==> config.mk <==
export PLATFORM = sky130hd
export DESIGN_NAME = tprm_mailbox
export DESIGN_NICKNAME = d
export VERILOG_FILES = /design/src/core/tprm_pkg.sv /design/src/core/tprm_mailbox.sv /design/src/core/tprm_regfile.sv
export SDC_FILE = /design/constraint.sdc
export NUM_CORES = 1
export LEC_CHECK = 0
export BUFFER_PORTS_ARGS = -buffer_cell sky130_fd_sc_hd__buf_2
export CORE_MARGIN = 2
export CORE_UTILIZATION = 45
export CTS_BUF_LIST = sky130_fd_sc_hd__clkbuf_8
export CTS_CLUSTER_DIAMETER = 40
export DETAILED_ROUTE_END_ITERATION = 10
export GPL_TIMING_DRIVEN = 0
export PLACE_DENSITY_LB_ADDON = 0.15
export SYNTH_ARGS = -nofsm -noshare
export SYNTH_HDL_FRONTEND = slang
export SYNTH_HIERARCHICAL = 1
export SYNTH_SLANG_ARGS = --single-unit
==> constraint.sdc <==
create_clock -name SYS_CLK -period 12.6 [get_ports SYS_CLK]
set_input_delay 3.15 -clock SYS_CLK [delete_from_list [all_inputs] [get_ports SYS_CLK]]
set_output_delay 3.15 -clock SYS_CLK [all_outputs]
set_load 0.02 [all_outputs]
==> src/core/tprm_pkg.sv <==
// Package for the two-port register mailbox: addresses, fields, codes and carriers
package tprm_pkg;

	localparam int NUM_WORDS = 16;
	localparam int ADDR_W    = 4;
	localparam int DATA_W    = 16;

	// Word indices in the file
	localparam logic [3:0] IDX_COMMAND = 4'h0;
	localparam logic [3:0] IDX_ERROR   = 4'h1;
	localparam logic [3:0] IDX_PARAM_A = 4'h2;
	localparam logic [3:0] IDX_PARAM_B = 4'h3;
	localparam logic [3:0] IDX_MBOX_4  = 4'h4;
	localparam logic [3:0] IDX_MBOX_5  = 4'h5;
	localparam logic [3:0] IDX_MBOX_8  = 4'h8;
	localparam logic [3:0] IDX_MBOX_9  = 4'h9;
	localparam logic [3:0] IDX_MBOX_12 = 4'hc;

	// Command word bits
	localparam int CMD_EXIT_BIT     = 15;
	localparam int CMD_HARD_RST_BIT = 14;
	localparam int CMD_RESUME_BIT   = 4;
	localparam int CMD_START_BIT    = 3;
	localparam int CMD_DEPOSIT_BIT  = 2;
	localparam int CMD_EX_REG_BIT   = 1;
	localparam int CMD_EX_MEM_BIT   = 0;
	localparam int CMD_CHAIN_BIT    = 1;

	// Error and state word fields
	localparam int ERR_CMD_BIT    = 15;
	localparam int ERR_XFER_BIT   = 14;
	localparam int ERR_FATAL_BIT  = 5;
	localparam int ERR_STACK_BIT  = 3;
	localparam int ERR_STATE_LSB  = 0;
	localparam int ERR_STATE_W    = 3;

	// Parameter word b reset layout and memory address widths
	localparam int PB_SWITCH_LSB = 4;
	localparam int PB_SWITCH_W   = 4;
	localparam int MEM_HI_W      = 6;
	localparam int MEM_ADDR_W    = 22;

	// Register select codes
	localparam logic [15:0] REG_CODE_MAX = 16'h0007;
	localparam logic [15:0] REG_CODE_PSW = 16'h0008;

	// Detail word bits for failed tests
	localparam int DET_CLK_UNMASKED = 1;
	localparam int DET_CLK_NONE     = 2;
	localparam int DET_CLK_STUCK    = 3;
	localparam int DET_DMA_HUNG     = 3;
	localparam int DET_DMA_NXM      = 4;
	localparam int DET_DMA_DATA     = 5;

	// Interrupt vectors, octal 120, 124 and 134
	localparam logic [8:0] VEC_MBOX_4  = 9'h050;
	localparam logic [8:0] VEC_MBOX_8  = 9'h054;
	localparam logic [8:0] VEC_MBOX_12 = 9'h05c;
	localparam logic [2:0] IRQ_LEVEL   = 3'h5;

	// Id switch values that mean standalone
	localparam logic [3:0] ID_STANDALONE_MAX = 4'h1;

	typedef enum logic [2:0] {
		ST_UNAVAILABLE = 3'h0,
		ST_SELFTEST    = 3'h1,
		ST_DEDICATED   = 3'h2,
		ST_DEBUG       = 3'h3,
		ST_IDLE        = 3'h4,
		ST_LOADING     = 3'h5,
		ST_RESERVED    = 3'h6,
		ST_RUNNING     = 3'h7
	} tprm_state_t;

	// One word access on a port
	typedef struct packed {
		logic              wr;
		logic              rd;
		logic [ADDR_W-1:0] addr;
		logic [DATA_W-1:0] wdata;
	} tprm_access_t;

	// Debug action requests to the local processor
	typedef struct packed {
		logic                  exit_debug;
		logic                  resume;
		logic                  start;
		logic                  deposit;
		logic                  ex_reg;
		logic                  ex_mem;
		logic [DATA_W-1:0]     value;
		logic [DATA_W-1:0]     reg_sel;
		logic [MEM_ADDR_W-1:0] mem_addr;
	} tprm_action_t;

	// Failure and event reports from the local side
	typedef struct packed {
		logic cmd_fail;
		logic xfer_abort;
		logic fatal;
		logic stack_violation;
		logic kernel_mode;
		logic clk_unmasked;
		logic clk_none;
		logic clk_stuck;
		logic dma_hung;
		logic dma_nxm;
		logic dma_data;
	} tprm_events_t;

endpackage

==> src/core/tprm_mailbox.sv <==
// Two-port register mailbox between backplane host and local processor
// Functional notes
// In debug mode, host setting command bit 15 exits debug and returns to idle.
// Debug command bit 4 restores saved context and resumes the program.
// Debug command bit 3 inits the bus, resets I/O, starts at parameter b.
// Start clears status, interrupt, error, float registers and memory management bits.
// Debug command bit 2 deposits parameter a into the open location.
// Debug bit 1 examines register coded in parameter b into parameter a.
// Undefined register code sets command error bit 15 of the error word.
// Debug bit 0 examines 22-bit memory address, high from a, low from b.
// Error word is read-only from the host, read/write locally.
// Error bit 15 on command failure, bit 14 on transfer controller abort.
// Fatal error sets bit 5; then only the hard-reset bit is obeyed (code accepts and decodes a whole host command word that has bit 14 set).
// Stack violation sets bit 3; in kernel mode it is fatal.
// Error field 2:0 shows board state encoding.
// Host sends nothing when unavailable or dedicated, only debug commands in debug.
// Parameter words a and b are read/write from both sides.
// After reset, parameter b holds the boot switch in bits 7:4, zeros elsewhere.
// Local side writes all words; host cannot write words one, five and nine.
// Host write to words 4, 8, 12 raises enabled level 5 interrupt, vectors 120/124/134.
// Id switch 0 and 1 mean standalone, 2 to 15 mean host bus use.
// DMA failure sets detail bit 3 hung, 4 nonexistent memory, 5 mismatch.
// Clock failure sets detail bit 1 unmasked, 2 none, 3 cannot disable.
// Control command bit 3 enters remote debug mode.
// Command word is cleared after any command completes.
// Simultaneous host and local writes to one word: host wins.
`timescale 1ns/10ps

module tprm_mailbox #(
	parameter int WORDS = tprm_pkg::NUM_WORDS
) (
	// Clock and reset
	input  wire logic                        SYS_CLK,
	input  wire logic                        RST,
	// Host side port
	input  wire tprm_pkg::tprm_access_t      HOST_ACC,
	output logic      [tprm_pkg::DATA_W-1:0] HOST_RDATA,
	output logic                             HOST_HARD_RESET,
	// Local processor port
	input  wire tprm_pkg::tprm_access_t      LOCAL_ACC,
	output logic      [tprm_pkg::DATA_W-1:0] LOCAL_RDATA,
	// Debug actions and their completion
	output tprm_pkg::tprm_action_t           DBG_ACTION,
	output logic                             DBG_CLEAR_CONTEXT,
	input  wire logic                        DBG_DONE,
	input  wire logic                        DBG_RESULT_VALID,
	input  wire logic [tprm_pkg::DATA_W-1:0] DBG_RESULT,
	// Control-register commands for firmware
	output logic      [tprm_pkg::DATA_W-1:0] CTRL_COMMAND,
	input  wire logic                        CMD_DONE,
	// Events from the local side
	input  wire tprm_pkg::tprm_events_t      EVENTS,
	input  wire logic [2:0]                  STATE_SET,
	input  wire logic                        STATE_SET_VALID,
	// Straps (pins)
	input  wire logic [3:0]                  BOOT_SWITCH,
	input  wire logic [3:0]                  ID_SWITCH,
	output logic                             STANDALONE,
	// Mailbox interrupt enables and request
	input  wire logic [2:0]                  MBOX_IRQ_EN,
	input  wire logic [2:0]                  MBOX_RQ_CLEAR,
	output logic      [2:0]                  MBOX_RQ,
	output logic                             IRQ_REQ,
	output logic      [2:0]                  IRQ_LEVEL,
	output logic      [8:0]                  IRQ_VECTOR
);

	localparam int DW = tprm_pkg::DATA_W;
	localparam int AW = tprm_pkg::ADDR_W;

	initial begin
		if (WORDS != 16) begin
			$error("tprm_mailbox: sixteen words are required");
		end
	end

	// Strap synchronisers
	logic [3:0] boot_meta_reg;
	logic [3:0] boot_sync_reg;
	logic [3:0] id_meta_reg;
	logic [3:0] id_sync_reg;
	logic [1:0] strap_cnt_reg;

	always_ff @(posedge SYS_CLK or posedge RST) begin
		if (RST) begin
			boot_meta_reg <= 4'h0;
			boot_sync_reg <= 4'h0;
			id_meta_reg   <= 4'h0;
			id_sync_reg   <= 4'h0;
		end else begin
			boot_meta_reg <= BOOT_SWITCH;
			boot_sync_reg <= boot_meta_reg;
			id_meta_reg   <= ID_SWITCH;
			id_sync_reg   <= id_meta_reg;
		end
	end

	// Counts edges until synchronised straps are valid
	always_ff @(posedge SYS_CLK or posedge RST) begin
		if (RST) begin
			strap_cnt_reg <= 2'h0;
		end else if (strap_cnt_reg != 2'h3) begin
			strap_cnt_reg <= strap_cnt_reg + 2'h1;
		end
	end

	wire strap_load = (strap_cnt_reg == 2'h2);

	always_ff @(posedge SYS_CLK or posedge RST) begin
		if (RST) begin
			STANDALONE <= 1'b1;
		end else begin
			STANDALONE <= (id_sync_reg <= tprm_pkg::ID_STANDALONE_MAX);
		end
	end

	// Special words held in flops
	logic [DW-1:0] command_word_reg;
	logic [DW-1:0] error_state_word_reg;
	logic [DW-1:0] parameter_word_a_reg;
	logic [DW-1:0] parameter_word_b_reg;
	logic          debug_mode_reg;

	wire is_special_h = (HOST_ACC.addr <= tprm_pkg::IDX_PARAM_B);
	wire is_special_l = (LOCAL_ACC.addr <= tprm_pkg::IDX_PARAM_B);
	wire fatal_now    = error_state_word_reg[tprm_pkg::ERR_FATAL_BIT];

	// Host write permission
	logic host_wr_ok;
	always_comb begin
		host_wr_ok = HOST_ACC.wr;
		if (HOST_ACC.addr == tprm_pkg::IDX_ERROR ||
		    HOST_ACC.addr == tprm_pkg::IDX_MBOX_5 ||
		    HOST_ACC.addr == tprm_pkg::IDX_MBOX_9) begin
			host_wr_ok = 1'b0;
		end
		if (fatal_now && HOST_ACC.addr == tprm_pkg::IDX_COMMAND &&
		    !HOST_ACC.wdata[tprm_pkg::CMD_HARD_RST_BIT]) begin
			host_wr_ok = 1'b0;
		end
	end

	wire host_cmd_wr  = host_wr_ok && HOST_ACC.addr == tprm_pkg::IDX_COMMAND;
	wire local_wr_ok  = LOCAL_ACC.wr &&
	                    !(host_wr_ok && HOST_ACC.addr == LOCAL_ACC.addr);

	// Hard reset pulse, honoured even after a fatal error
	always_ff @(posedge SYS_CLK or posedge RST) begin
		if (RST) begin
			HOST_HARD_RESET <= 1'b0;
		end else begin
			HOST_HARD_RESET <= HOST_ACC.wr && HOST_ACC.addr == tprm_pkg::IDX_COMMAND &&
			                   HOST_ACC.wdata[tprm_pkg::CMD_HARD_RST_BIT];
		end
	end

	// Decoded debug command from a host write
	wire [DW-1:0] cw = HOST_ACC.wdata;
	wire dbg_exit   = debug_mode_reg && host_cmd_wr && cw[tprm_pkg::CMD_EXIT_BIT];
	wire dbg_resume = debug_mode_reg && host_cmd_wr && cw[tprm_pkg::CMD_RESUME_BIT];
	wire dbg_start  = debug_mode_reg && host_cmd_wr && cw[tprm_pkg::CMD_START_BIT];
	wire dbg_dep    = debug_mode_reg && host_cmd_wr && cw[tprm_pkg::CMD_DEPOSIT_BIT];
	wire dbg_exreg  = debug_mode_reg && host_cmd_wr && cw[tprm_pkg::CMD_EX_REG_BIT];
	wire dbg_exmem  = debug_mode_reg && host_cmd_wr && cw[tprm_pkg::CMD_EX_MEM_BIT];
	wire ctl_enter  = !debug_mode_reg && host_cmd_wr && !cw[tprm_pkg::CMD_EXIT_BIT] &&
	                  cw[tprm_pkg::CMD_START_BIT];
	wire reg_bad    = parameter_word_b_reg > tprm_pkg::REG_CODE_PSW;

	// Debug mode flag
	always_ff @(posedge SYS_CLK or posedge RST) begin
		if (RST) begin
			debug_mode_reg <= 1'b0;
		end else if (ctl_enter) begin
			debug_mode_reg <= 1'b1;
		end else if (dbg_exit || dbg_resume || dbg_start) begin
			debug_mode_reg <= 1'b0;
		end
	end

	// Debug action strobes, one cycle after the command write
	always_ff @(posedge SYS_CLK or posedge RST) begin
		if (RST) begin
			DBG_ACTION        <= '0;
			DBG_CLEAR_CONTEXT <= 1'b0;
		end else begin
			DBG_ACTION.exit_debug <= dbg_exit;
			DBG_ACTION.resume     <= dbg_resume && !dbg_exit;
			DBG_ACTION.start      <= dbg_start && !dbg_exit;
			DBG_ACTION.deposit    <= dbg_dep && !dbg_exit;
			DBG_ACTION.ex_reg     <= dbg_exreg && !dbg_exit && !reg_bad;
			DBG_ACTION.ex_mem     <= dbg_exmem && !dbg_exit;
			DBG_ACTION.value      <= parameter_word_a_reg;
			DBG_ACTION.reg_sel    <= parameter_word_b_reg;
			DBG_ACTION.mem_addr   <= {parameter_word_a_reg[tprm_pkg::MEM_HI_W-1:0],
			                          parameter_word_b_reg};
			DBG_CLEAR_CONTEXT     <= dbg_start && !dbg_exit;
		end
	end

	// Control commands presented to firmware outside debug mode
	always_ff @(posedge SYS_CLK or posedge RST) begin
		if (RST) begin
			CTRL_COMMAND <= 16'h0000;
		end else begin
			CTRL_COMMAND <= debug_mode_reg ? 16'h0000 : command_word_reg;
		end
	end

	// Command word
	always_ff @(posedge SYS_CLK or posedge RST) begin
		if (RST) begin
			command_word_reg <= 16'h0000;
		end else if (host_cmd_wr) begin
			command_word_reg <= HOST_ACC.wdata;
		end else if (local_wr_ok && LOCAL_ACC.addr == tprm_pkg::IDX_COMMAND) begin
			command_word_reg <= LOCAL_ACC.wdata;
		end else if (DBG_DONE || CMD_DONE) begin
			command_word_reg <= 16'h0000;
		end
	end

	// Error and state word; hardware sets win over local clears
	logic [DW-1:0] err_next;
	always_comb begin
		err_next = error_state_word_reg;
		if (local_wr_ok && LOCAL_ACC.addr == tprm_pkg::IDX_ERROR) begin
			err_next = LOCAL_ACC.wdata;
		end
		if (STATE_SET_VALID) begin
			err_next[tprm_pkg::ERR_STATE_LSB +: tprm_pkg::ERR_STATE_W] = STATE_SET;
		end
		if (EVENTS.cmd_fail ||
		    (reg_bad && dbg_exreg && !dbg_exit)) begin
			err_next[tprm_pkg::ERR_CMD_BIT] = 1'b1;
		end
		if (EVENTS.xfer_abort) begin
			err_next[tprm_pkg::ERR_XFER_BIT] = 1'b1;
		end
		if (EVENTS.stack_violation) begin
			err_next[tprm_pkg::ERR_STACK_BIT] = 1'b1;
		end
		if (EVENTS.fatal || (EVENTS.stack_violation && EVENTS.kernel_mode)) begin
			err_next[tprm_pkg::ERR_FATAL_BIT] = 1'b1;
			err_next[tprm_pkg::ERR_STATE_LSB +: tprm_pkg::ERR_STATE_W] =
				tprm_pkg::ST_UNAVAILABLE;
		end
		if (ctl_enter) begin
			err_next[tprm_pkg::ERR_STATE_LSB +: tprm_pkg::ERR_STATE_W] = tprm_pkg::ST_DEBUG;
		end
		if (dbg_exit) begin
			err_next[tprm_pkg::ERR_STATE_LSB +: tprm_pkg::ERR_STATE_W] = tprm_pkg::ST_IDLE;
		end else if (dbg_resume || dbg_start) begin
			err_next[tprm_pkg::ERR_STATE_LSB +: tprm_pkg::ERR_STATE_W] =
				tprm_pkg::ST_RUNNING;
		end
	end

	always_ff @(posedge SYS_CLK or posedge RST) begin
		if (RST) begin
			error_state_word_reg <= 16'h0000;
		end else begin
			error_state_word_reg <= err_next;
		end
	end

	// Parameter word a: shared, also takes debug examine results
	always_ff @(posedge SYS_CLK or posedge RST) begin
		if (RST) begin
			parameter_word_a_reg <= 16'h0000;
		end else if (host_wr_ok && HOST_ACC.addr == tprm_pkg::IDX_PARAM_A) begin
			parameter_word_a_reg <= HOST_ACC.wdata;
		end else if (local_wr_ok && LOCAL_ACC.addr == tprm_pkg::IDX_PARAM_A) begin
			parameter_word_a_reg <= LOCAL_ACC.wdata;
		end else if (DBG_RESULT_VALID) begin
			parameter_word_a_reg <= DBG_RESULT;
		end
	end

	// Parameter word b: reset layout carries the boot switch, plus test detail bits
	logic [DW-1:0] pb_next;
	always_comb begin
		pb_next = parameter_word_b_reg;
		if (strap_load) begin
			pb_next = 16'h0000;
			pb_next[tprm_pkg::PB_SWITCH_LSB +: tprm_pkg::PB_SWITCH_W] = boot_sync_reg;
		end else if (host_wr_ok && HOST_ACC.addr == tprm_pkg::IDX_PARAM_B) begin
			pb_next = HOST_ACC.wdata;
		end else if (local_wr_ok && LOCAL_ACC.addr == tprm_pkg::IDX_PARAM_B) begin
			pb_next = LOCAL_ACC.wdata;
		end
		if (EVENTS.clk_unmasked) pb_next[tprm_pkg::DET_CLK_UNMASKED] = 1'b1;
		if (EVENTS.clk_none)     pb_next[tprm_pkg::DET_CLK_NONE]     = 1'b1;
		if (EVENTS.clk_stuck)    pb_next[tprm_pkg::DET_CLK_STUCK]    = 1'b1;
		if (EVENTS.dma_hung)     pb_next[tprm_pkg::DET_DMA_HUNG]     = 1'b1;
		if (EVENTS.dma_nxm)      pb_next[tprm_pkg::DET_DMA_NXM]      = 1'b1;
		if (EVENTS.dma_data)     pb_next[tprm_pkg::DET_DMA_DATA]     = 1'b1;
	end

	always_ff @(posedge SYS_CLK or posedge RST) begin
		if (RST) begin
			parameter_word_b_reg <= 16'h0000;
		end else begin
			parameter_word_b_reg <= pb_next;
		end
	end

	// Mailbox words four to fifteen in memory; host wins same-word writes
	wire          mb_host_we = host_wr_ok && !is_special_h;
	wire          mb_loc_we  = local_wr_ok && !is_special_l;
	wire [DW-1:0] mem_rd_h;
	wire [DW-1:0] mem_rd_l;

	tprm_regfile #(
		.WORDS (WORDS),
		.AW    (AW),
		.DW    (DW)
	) u_words (
		.clk     (SYS_CLK),
		.rst     (RST),
		.we      (mb_host_we || mb_loc_we),
		.waddr   (mb_host_we ? HOST_ACC.addr : LOCAL_ACC.addr),
		.wdata   (mb_host_we ? HOST_ACC.wdata : LOCAL_ACC.wdata),
		.raddr_a (HOST_ACC.addr),
		.rdata_a (mem_rd_h),
		.raddr_b (LOCAL_ACC.addr),
		.rdata_b (mem_rd_l)
	);

	// Read muxing, one cycle latency on both ports
	logic [AW-1:0] h_addr_reg;
	logic [AW-1:0] l_addr_reg;
	always_ff @(posedge SYS_CLK or posedge RST) begin
		if (RST) begin
			h_addr_reg <= '0;
			l_addr_reg <= '0;
		end else begin
			h_addr_reg <= HOST_ACC.addr;
			l_addr_reg <= LOCAL_ACC.addr;
		end
	end

	function automatic logic [DW-1:0] pick(input logic [AW-1:0] a, input logic [DW-1:0] m,
	                                      input logic [DW-1:0] c, input logic [DW-1:0] e,
	                                      input logic [DW-1:0] pa, input logic [DW-1:0] pb);
		case (a)
			tprm_pkg::IDX_COMMAND: pick = c;
			tprm_pkg::IDX_ERROR:   pick = e;
			tprm_pkg::IDX_PARAM_A: pick = pa;
			tprm_pkg::IDX_PARAM_B: pick = pb;
			default:               pick = m;
		endcase
	endfunction

	// Special words sampled alongside memory so both paths share latency
	logic [DW-1:0] cw_q_reg;
	logic [DW-1:0] ew_q_reg;
	logic [DW-1:0] pa_q_reg;
	logic [DW-1:0] pb_q_reg;
	always_ff @(posedge SYS_CLK or posedge RST) begin
		if (RST) begin
			cw_q_reg <= '0;
			ew_q_reg <= '0;
			pa_q_reg <= '0;
			pb_q_reg <= '0;
		end else begin
			cw_q_reg <= command_word_reg;
			ew_q_reg <= error_state_word_reg;
			pa_q_reg <= parameter_word_a_reg;
			pb_q_reg <= parameter_word_b_reg;
		end
	end

	assign HOST_RDATA  = pick(h_addr_reg, mem_rd_h, cw_q_reg, ew_q_reg, pa_q_reg, pb_q_reg);
	assign LOCAL_RDATA = pick(l_addr_reg, mem_rd_l, cw_q_reg, ew_q_reg, pa_q_reg, pb_q_reg);

	// Mailbox doorbells: request flags stay until locally cleared; set wins
	logic [2:0] rq_set;
	always_comb begin
		rq_set[0] = mb_host_we && HOST_ACC.addr == tprm_pkg::IDX_MBOX_4;
		rq_set[1] = mb_host_we && HOST_ACC.addr == tprm_pkg::IDX_MBOX_8;
		rq_set[2] = mb_host_we && HOST_ACC.addr == tprm_pkg::IDX_MBOX_12;
	end

	always_ff @(posedge SYS_CLK or posedge RST) begin
		if (RST) begin
			MBOX_RQ <= 3'h0;
		end else begin
			MBOX_RQ <= rq_set | (MBOX_RQ & ~MBOX_RQ_CLEAR);
		end
	end

	// Lowest vector first when several are pending
	wire [2:0] rq_live = MBOX_RQ & MBOX_IRQ_EN;
	always_ff @(posedge SYS_CLK or posedge RST) begin
		if (RST) begin
			IRQ_REQ    <= 1'b0;
			IRQ_LEVEL  <= 3'h0;
			IRQ_VECTOR <= 9'h000;
		end else begin
			IRQ_REQ   <= |rq_live;
			IRQ_LEVEL <= (|rq_live) ? tprm_pkg::IRQ_LEVEL : 3'h0;
			if (rq_live[0]) begin
				IRQ_VECTOR <= tprm_pkg::VEC_MBOX_4;
			end else if (rq_live[1]) begin
				IRQ_VECTOR <= tprm_pkg::VEC_MBOX_8;
			end else if (rq_live[2]) begin
				IRQ_VECTOR <= tprm_pkg::VEC_MBOX_12;
			end else begin
				IRQ_VECTOR <= 9'h000;
			end
		end
	end

endmodule

==> src/core/tprm_regfile.sv <==
// Register memory for the mailbox words, registered read ports
`timescale 1ns/10ps

module tprm_regfile #(
	parameter int WORDS = 16,
	parameter int AW    = 4,
	parameter int DW    = 16
) (
	// Clock and reset
	input  wire logic          clk,
	input  wire logic          rst,
	// Write port
	input  wire logic          we,
	input  wire logic [AW-1:0] waddr,
	input  wire logic [DW-1:0] wdata,
	// Read ports
	input  wire logic [AW-1:0] raddr_a,
	output logic      [DW-1:0] rdata_a,
	input  wire logic [AW-1:0] raddr_b,
	output logic      [DW-1:0] rdata_b
);

	logic [DW-1:0] mem_reg [WORDS];

	initial begin
		if (WORDS > (1 << AW)) begin
			$error("tprm_regfile: depth exceeds address range");
		end
	end

	always_ff @(posedge clk or posedge rst) begin
		if (rst) begin
			for (int i = 0; i < WORDS; i++) begin
				mem_reg[i] <= '0;
			end
		end else if (we) begin
			mem_reg[waddr] <= wdata;
		end
	end

	always_ff @(posedge clk or posedge rst) begin
		if (rst) begin
			rdata_a <= '0;
			rdata_b <= '0;
		end else begin
			rdata_a <= mem_reg[raddr_a];
			rdata_b <= mem_reg[raddr_b];
		end
	end

endmodule

==> metrics, run 1 <==
max-cap viol count 0; fin area 0.0267 sq mm; Largest register FFs about 260; io pins between 200 and 250; Total Power slightly above 0.005 W; Chip Height 229 microns; Slew Viols, Final 0; most used cell, CP clkbuf_1; PostCTS Resize Cnt 0; Core ar. 0.0501 sq mm; Critical Path Slowest Stage Cell clkbuf_1; status finished, final reports clean; leakage 12.0 nW; drt wl/cell around 27 microns; area of the mapped netlist between 0.02 and 0.025 sq mm; Mean Syn Cell Area ~15 sq um; routability cong. 0.878; multi-input gate area in the final layout 0.0101 sq mm; crit-path max FO 10; Worst Hold Class reg -> reg; switching power 0.00151 W; DRT iter0 DRCs around 1,300; Worst setup EP type output port; Worst setup SP type flip-flop; Worst Path Buf+Inv 3; Hold Fails Final Rpt 0; # clock sinks 472; number of fill cells 4,283; DRC Markers 0; DP Area 0.0248 sq mm; DR vias/cell 5.92; DIE AREA 0.0524 sq mm; sw frac 0.296; GRT Resource Usage Total 0.272; largest net degree at the start of global routing 124; ys async rst share 1.00; postcts setup bufs 0; Worst Max-Slew Pin Slew 1.19 ns; clock slew at reported path FFs 0.06 ns; FF+latch count, synth 472; global route overflow 0; pwr dens 191 mW/mm^2; CTS tree done; register area 0.0118 sq mm; first-pass GRT wire length 105 mm; IO Port Bufs 210; f_max 157 MHz; CTS root buf clkbuf_8; Final setup viols 0; Post-synth EDFFs 0; Hold-fix buffers, CTS 0; Total Wirelength around 70 mm; Hold Worst Slack roughly 0.35 ns; Cell Int Power 0.00360 W; H-tree depth 3; area delta synth->final 17.4%; via count 15,200; worst-case clock skew 0.0303 ns; Post-Syn Instances 1,518; synth warn 6; Logic pwr share 0.246; Clock Latency Late Sink 0.69 ns; period utilisation layout 0.506; Final HPWL DP 49.5 mm; count of cell types in the netlist slightly below 70; TritonCTS Buffers 90; register area share after synthesis 0.519; starting density of the core 0.454; RSZ-0062 raised after global routing false; Clock Path Buffers 3; delay-heaviest family, CP buffers and inverters; crit-path cells clkbuf_1 -> clkbuf_1 -> mux4_2 -> mux2_2 -> buf_2; Main synth FF type dfrtp_1; First-pass DRT Iterations 5; Seq pwr share 0.439; initial antenna violation count 2; headroom to the max-slew limit 0.207; Final nets 1,924; critical path class reg -> out; Critical Path RT between 9 and 10 ns; row count 82; layout cells sized above 1 0.508; die span in x 229 microns; Peak VDD IR 0.122 mV; WP data arrival between 3 and 4 ns; Routed Antenna Nets 0; clock network power share 0.316; vias in the first global route 16,200; Crit path largest cell delay between 0.7 and 0.8 ns; min Tclk post-route roughly 6.4 ns
## stage by stage
step                      setup TNS, ns  setup WS, ns  utilization  std cells
final                                 0          6.22        0.533       2574
after global routing                  0          6.11        0.533       2573
after CTS                             0          6.20        0.533       2572
after detailed placement              0          5.63        0.494       2408
after global placement          -477.39         -1.70        0.492       2405
after floorplan                       0          1.50            -       1523
## Yosys cell counts, drive strengths merged (8+ instances only)
cell type	instances	area, sq um
mux2	317	3610
o221a	16	180
nand3	24	120
dfrtp	471	11800
mux2i	29	290
and3	17	118
nor3b	11	92.6
and2	8	50.1
nor3	8	65.1
nand2	54	205
inv	10	37.5
a221o	14	140
mux4	160	3600
buf	94	601
o21ai	13	68.8
a21oi	8	40.0
nor2b	22	140
a211oi	10	75.1
nor2	42	189
a22oi	64	480
clkbuf	61	230
## area by class of cell
type                            instances  area share
Sequential cell                       472       0.442
Multi-Input combinational cell        886       0.377
Clock buffer                          116      0.0598
Timing Repair Buffer                  213      0.0424
Tap cell                              672      0.0315
Buffer                                155      0.0311
Clock inverter                         48      0.0134
Inverter                               10     0.00197
Antenna cell                            2    0.000187
## power groups by stage
| stage | clock (W) | sequential (W) | combinational, W |
|---|---|---|---|
| finish | 0.00161 | 0.00224 | 0.00126 |
| global route | 0.00172 | 0.00230 | 0.00134 |
| CTS | 0.00164 | 0.00224 | 0.00126 |
| detailed placement | 0 | 0.00226 | 0.00126 |
| global placement | 0 | 0.00223 | 0.00123 |
| floorplan | 0 | 0.00218 | 0.000943 |
## routing by layer
metal	up-vias	GRT usage	part of all wire
met3	120	0.0500	0.060
met5	-	0	0
met2	571	0.429	0.47
met1	8134	0.389	0.44
li1	6402	-	-
met4	0	0.0747	0.023
## cells by family after synthesis
logic type,Yosys count,synth area share
adders and majority gates,2,0.00110
muxes,506,0.330
AOI/OAI and AO/OA,155,0.0555
other,1,0.000165
buffers and inverters,165,0.0382
DFF,472,0.519
and+or+nand+nor,212,0.0526
xor gates and xnor gates,5,0.00325
## cells in the final DEF (no fill, tap or decap), types with 14 or more instances in the layout
cell	Yosys	routed
dfrtp_1	471	471
mux2_2	301	301
buf_2	45	255
mux4_2	160	160
clkbuf_8	0	116
a22oi_1	64	64
clkbuf_1	60	60
nand2_1	53	53
buf_4	37	37
inv_1	10	35
nor2_1	35	35
mux2i_1	29	29
nand3_1	24	24
nor2b_1	21	21
o221a_2	16	16
a221o_1	14	14
## worst reg2reg max path, cell delays in order, from the launching register on
cell and delay, ns:
dfrtp_1 0.43, nand2b_1 0.14, nor4b_4 0.45, nor3_1 0.16, o21ai_0 0.76, nand2_2 0.20
nor3_2 0.76, buf_2 0.49, mux2_2 0.39
## path summary, 6_finish.rpt
path	slack, ns	from	endpoint	cells after the start
hold / removal	0.35	id_meta_reg[3]	id_sync_reg[3]	0
setup / recovery	6.22	h_addr_reg[1]	HOST_RDATA[7]	5
hold reg to reg	0.35	id_meta_reg[3]	id_sync_reg[3]	0
min in group asynchronous	2.53	RST	u_words/mem_reg[29]	2
setup reg to reg	8.68	error_state_word_reg[5]	u_words/mem_reg[129]	8
max in group asynchronous	8.55	RST	u_words/mem_reg[177]	4
Power figures use the tool's default switching activity.
==> run 2, diff against run 1 <==
- clock period: 12.6 -> 6.63 ns (I/O delays scaled with it)
==> metrics, run 2 (synthesis gave the netlist of run 1 again) <==
status finished, final reports clean; global route overflow 0 (unchanged); WHS Path Cells 0 (unchanged); leakage 12.0 nW (+0.12%); Final setup viols 0 (unchanged); clock slew at reported path FFs 0.06 ns (about the same); io pins 221 (unchanged); row count 82 (unchanged); min Tclk post-route 4.80 ns; First-pass DRT Iterations 5 (unchanged); dpl cells 2,417 (+0.37%); CTS root buf clkbuf_8; Total Wirelength 68.6 mm (-1.8%); PostCTS Resize Cnt 0 (unchanged); critical path class reg -> out; routability cong. 0.861 (-2.0%); starting density of the core 0.454 (unchanged); layout cells sized above 1 0.513 (+0.00552); headroom to the max-slew limit 0.288 (+0.0809); RSZ-0062 raised after global routing false; Peak VDD IR 0.242 mV (+99%); first-pass GRT wire length 102 mm (-2.5%); max-cap viol count 0 (unchanged); period utilisation layout 0.724; area delta synth->final 18.1%; Core ar. 0.0501 sq mm (unchanged); DP Area 0.0249 sq mm (+0.61%); # clock sinks 472 (unchanged); DRT iter0 DRCs 1,304 (-2.6%); postcts setup bufs 0 (unchanged); Final HPWL DP 50.4 mm (+1.9%); Worst setup SP type flip-flop; Slew Viols, Final 0 (unchanged); largest net degree at the start of global routing 43 (-65%); DIE AREA 0.0524 sq mm (unchanged); Clock Latency Late Sink 0.67 ns (-0.02 ns); die span in x 229 microns (unchanged); initial antenna violation count 2 (unchanged); drt wl/cell 26.6 microns (-1.8%); final cell count without fillers 2,575 (+0.039%); H-tree depth 3 (unchanged); vias in the first global route 15,900 (-1.8%); cells on worst reg2reg path 8 (unchanged); DRC Markers 0 (unchanged); IO Port Bufs 210 (unchanged); Hold Fails Final Rpt 0 (unchanged); Worst Max-Slew Pin Slew 1.06 ns (-0.125 ns); commonest non-fill, non-tap cell in the layout dfrtp_1; Critical Path RT 4.97 ns (-4.48 ns); commonest cells after routing, fill and taps aside dfrtp_1, mux2_2, buf_2, mux4_2, clkbuf_8; Worst setup EP type output port; DR vias/cell 5.89 (-0.36%); r2r startpoint error_state_word_reg[5]; CP startpoint h_addr_reg[1]; via count 15,200 (-0.32%); Total Power 0.00974 W (+90%); Clock Path Buffers 3 (unchanged); hold path start id_meta_reg[2]; GRT Resource Usage Total 0.265 (-0.00679); f_max 208 MHz; Chip Height 229 microns (unchanged); WP data arrival 3.14 ns (-0.09 ns); Final nets 1,933 (+0.47%); Largest register FFs 256 (unchanged); fin area 0.0269 sq mm (+0.53%); crit-path max FO 10 (unchanged); setup tns final 0 ns (unchanged); CTS tree done; worst-case clock skew 0.0273 ns (-0.00299 ns); TritonCTS Buffers 90 (unchanged); Hold-fix buffers, CTS 0 (unchanged); Routed Antenna Nets 0 (unchanged); pwr dens 363 mW/mm^2 (+89%); Worst Hold Class reg -> reg
[run 2: metal layers]
metal,share of wire,vias to the layer above,global-route usage
li1,-,6413,-
met1,0.43,8084,0.370
met2,0.48,581,0.419
met3,0.074,100,0.0650
met4,0.020,0,0.0666
met5,0,-,0
[run 2: report_power, final]
group	switching (W)	leakage, nW	internal, W	total (W)
clock	0.00127	1.05	0.00181	0.00308
combinational	0.00102	5.18	0.00139	0.00240
sequential	0.000556	5.77	0.00370	0.00426
[run 2: worst max-delay path: stages (launching register included)]
cell and delay (ns):
dfrtp_1 0.32, clkbuf_1 0.54, clkbuf_1 0.69, mux4_2 0.42
mux2_2 0.33, buf_2 0.18
[run 2: metrics by stage]
step                      hold slack (ns)  worst slack (ns)  utilization
final                               0.346              1.83        0.536
after global routing                0.353              1.68        0.536
after CTS                           0.349              1.79        0.536
after detailed placement            0.337              1.27        0.497
after global placement              0.335            -0.634        0.493
after floorplan                     0.331              1.15            -
[run 2: final cells by class]
class,count,area [sq um]
antenna,2,5.00
clock inverter,46,433
buffer,155,831
multi-input combinational,886,10100
clock buffer,110,1510
timing repair buffer,222,1290
sequential,472,11800
inverter,10,45.0
fill,4301,23200
tap,672,841
[run 2: final timing paths]
check	end	slack, ns
worst max-delay path	HOST_RDATA[7]	1.83
max in group asynchronous	u_words/mem_reg[208]	3.92
min in group asynchronous	u_words/rdata_a[11]	1.11
worst min register to register	id_sync_reg[2]	0.35
worst max register to register	u_words/mem_reg[130]	2.80
worst min-delay path	id_sync_reg[2]	0.35
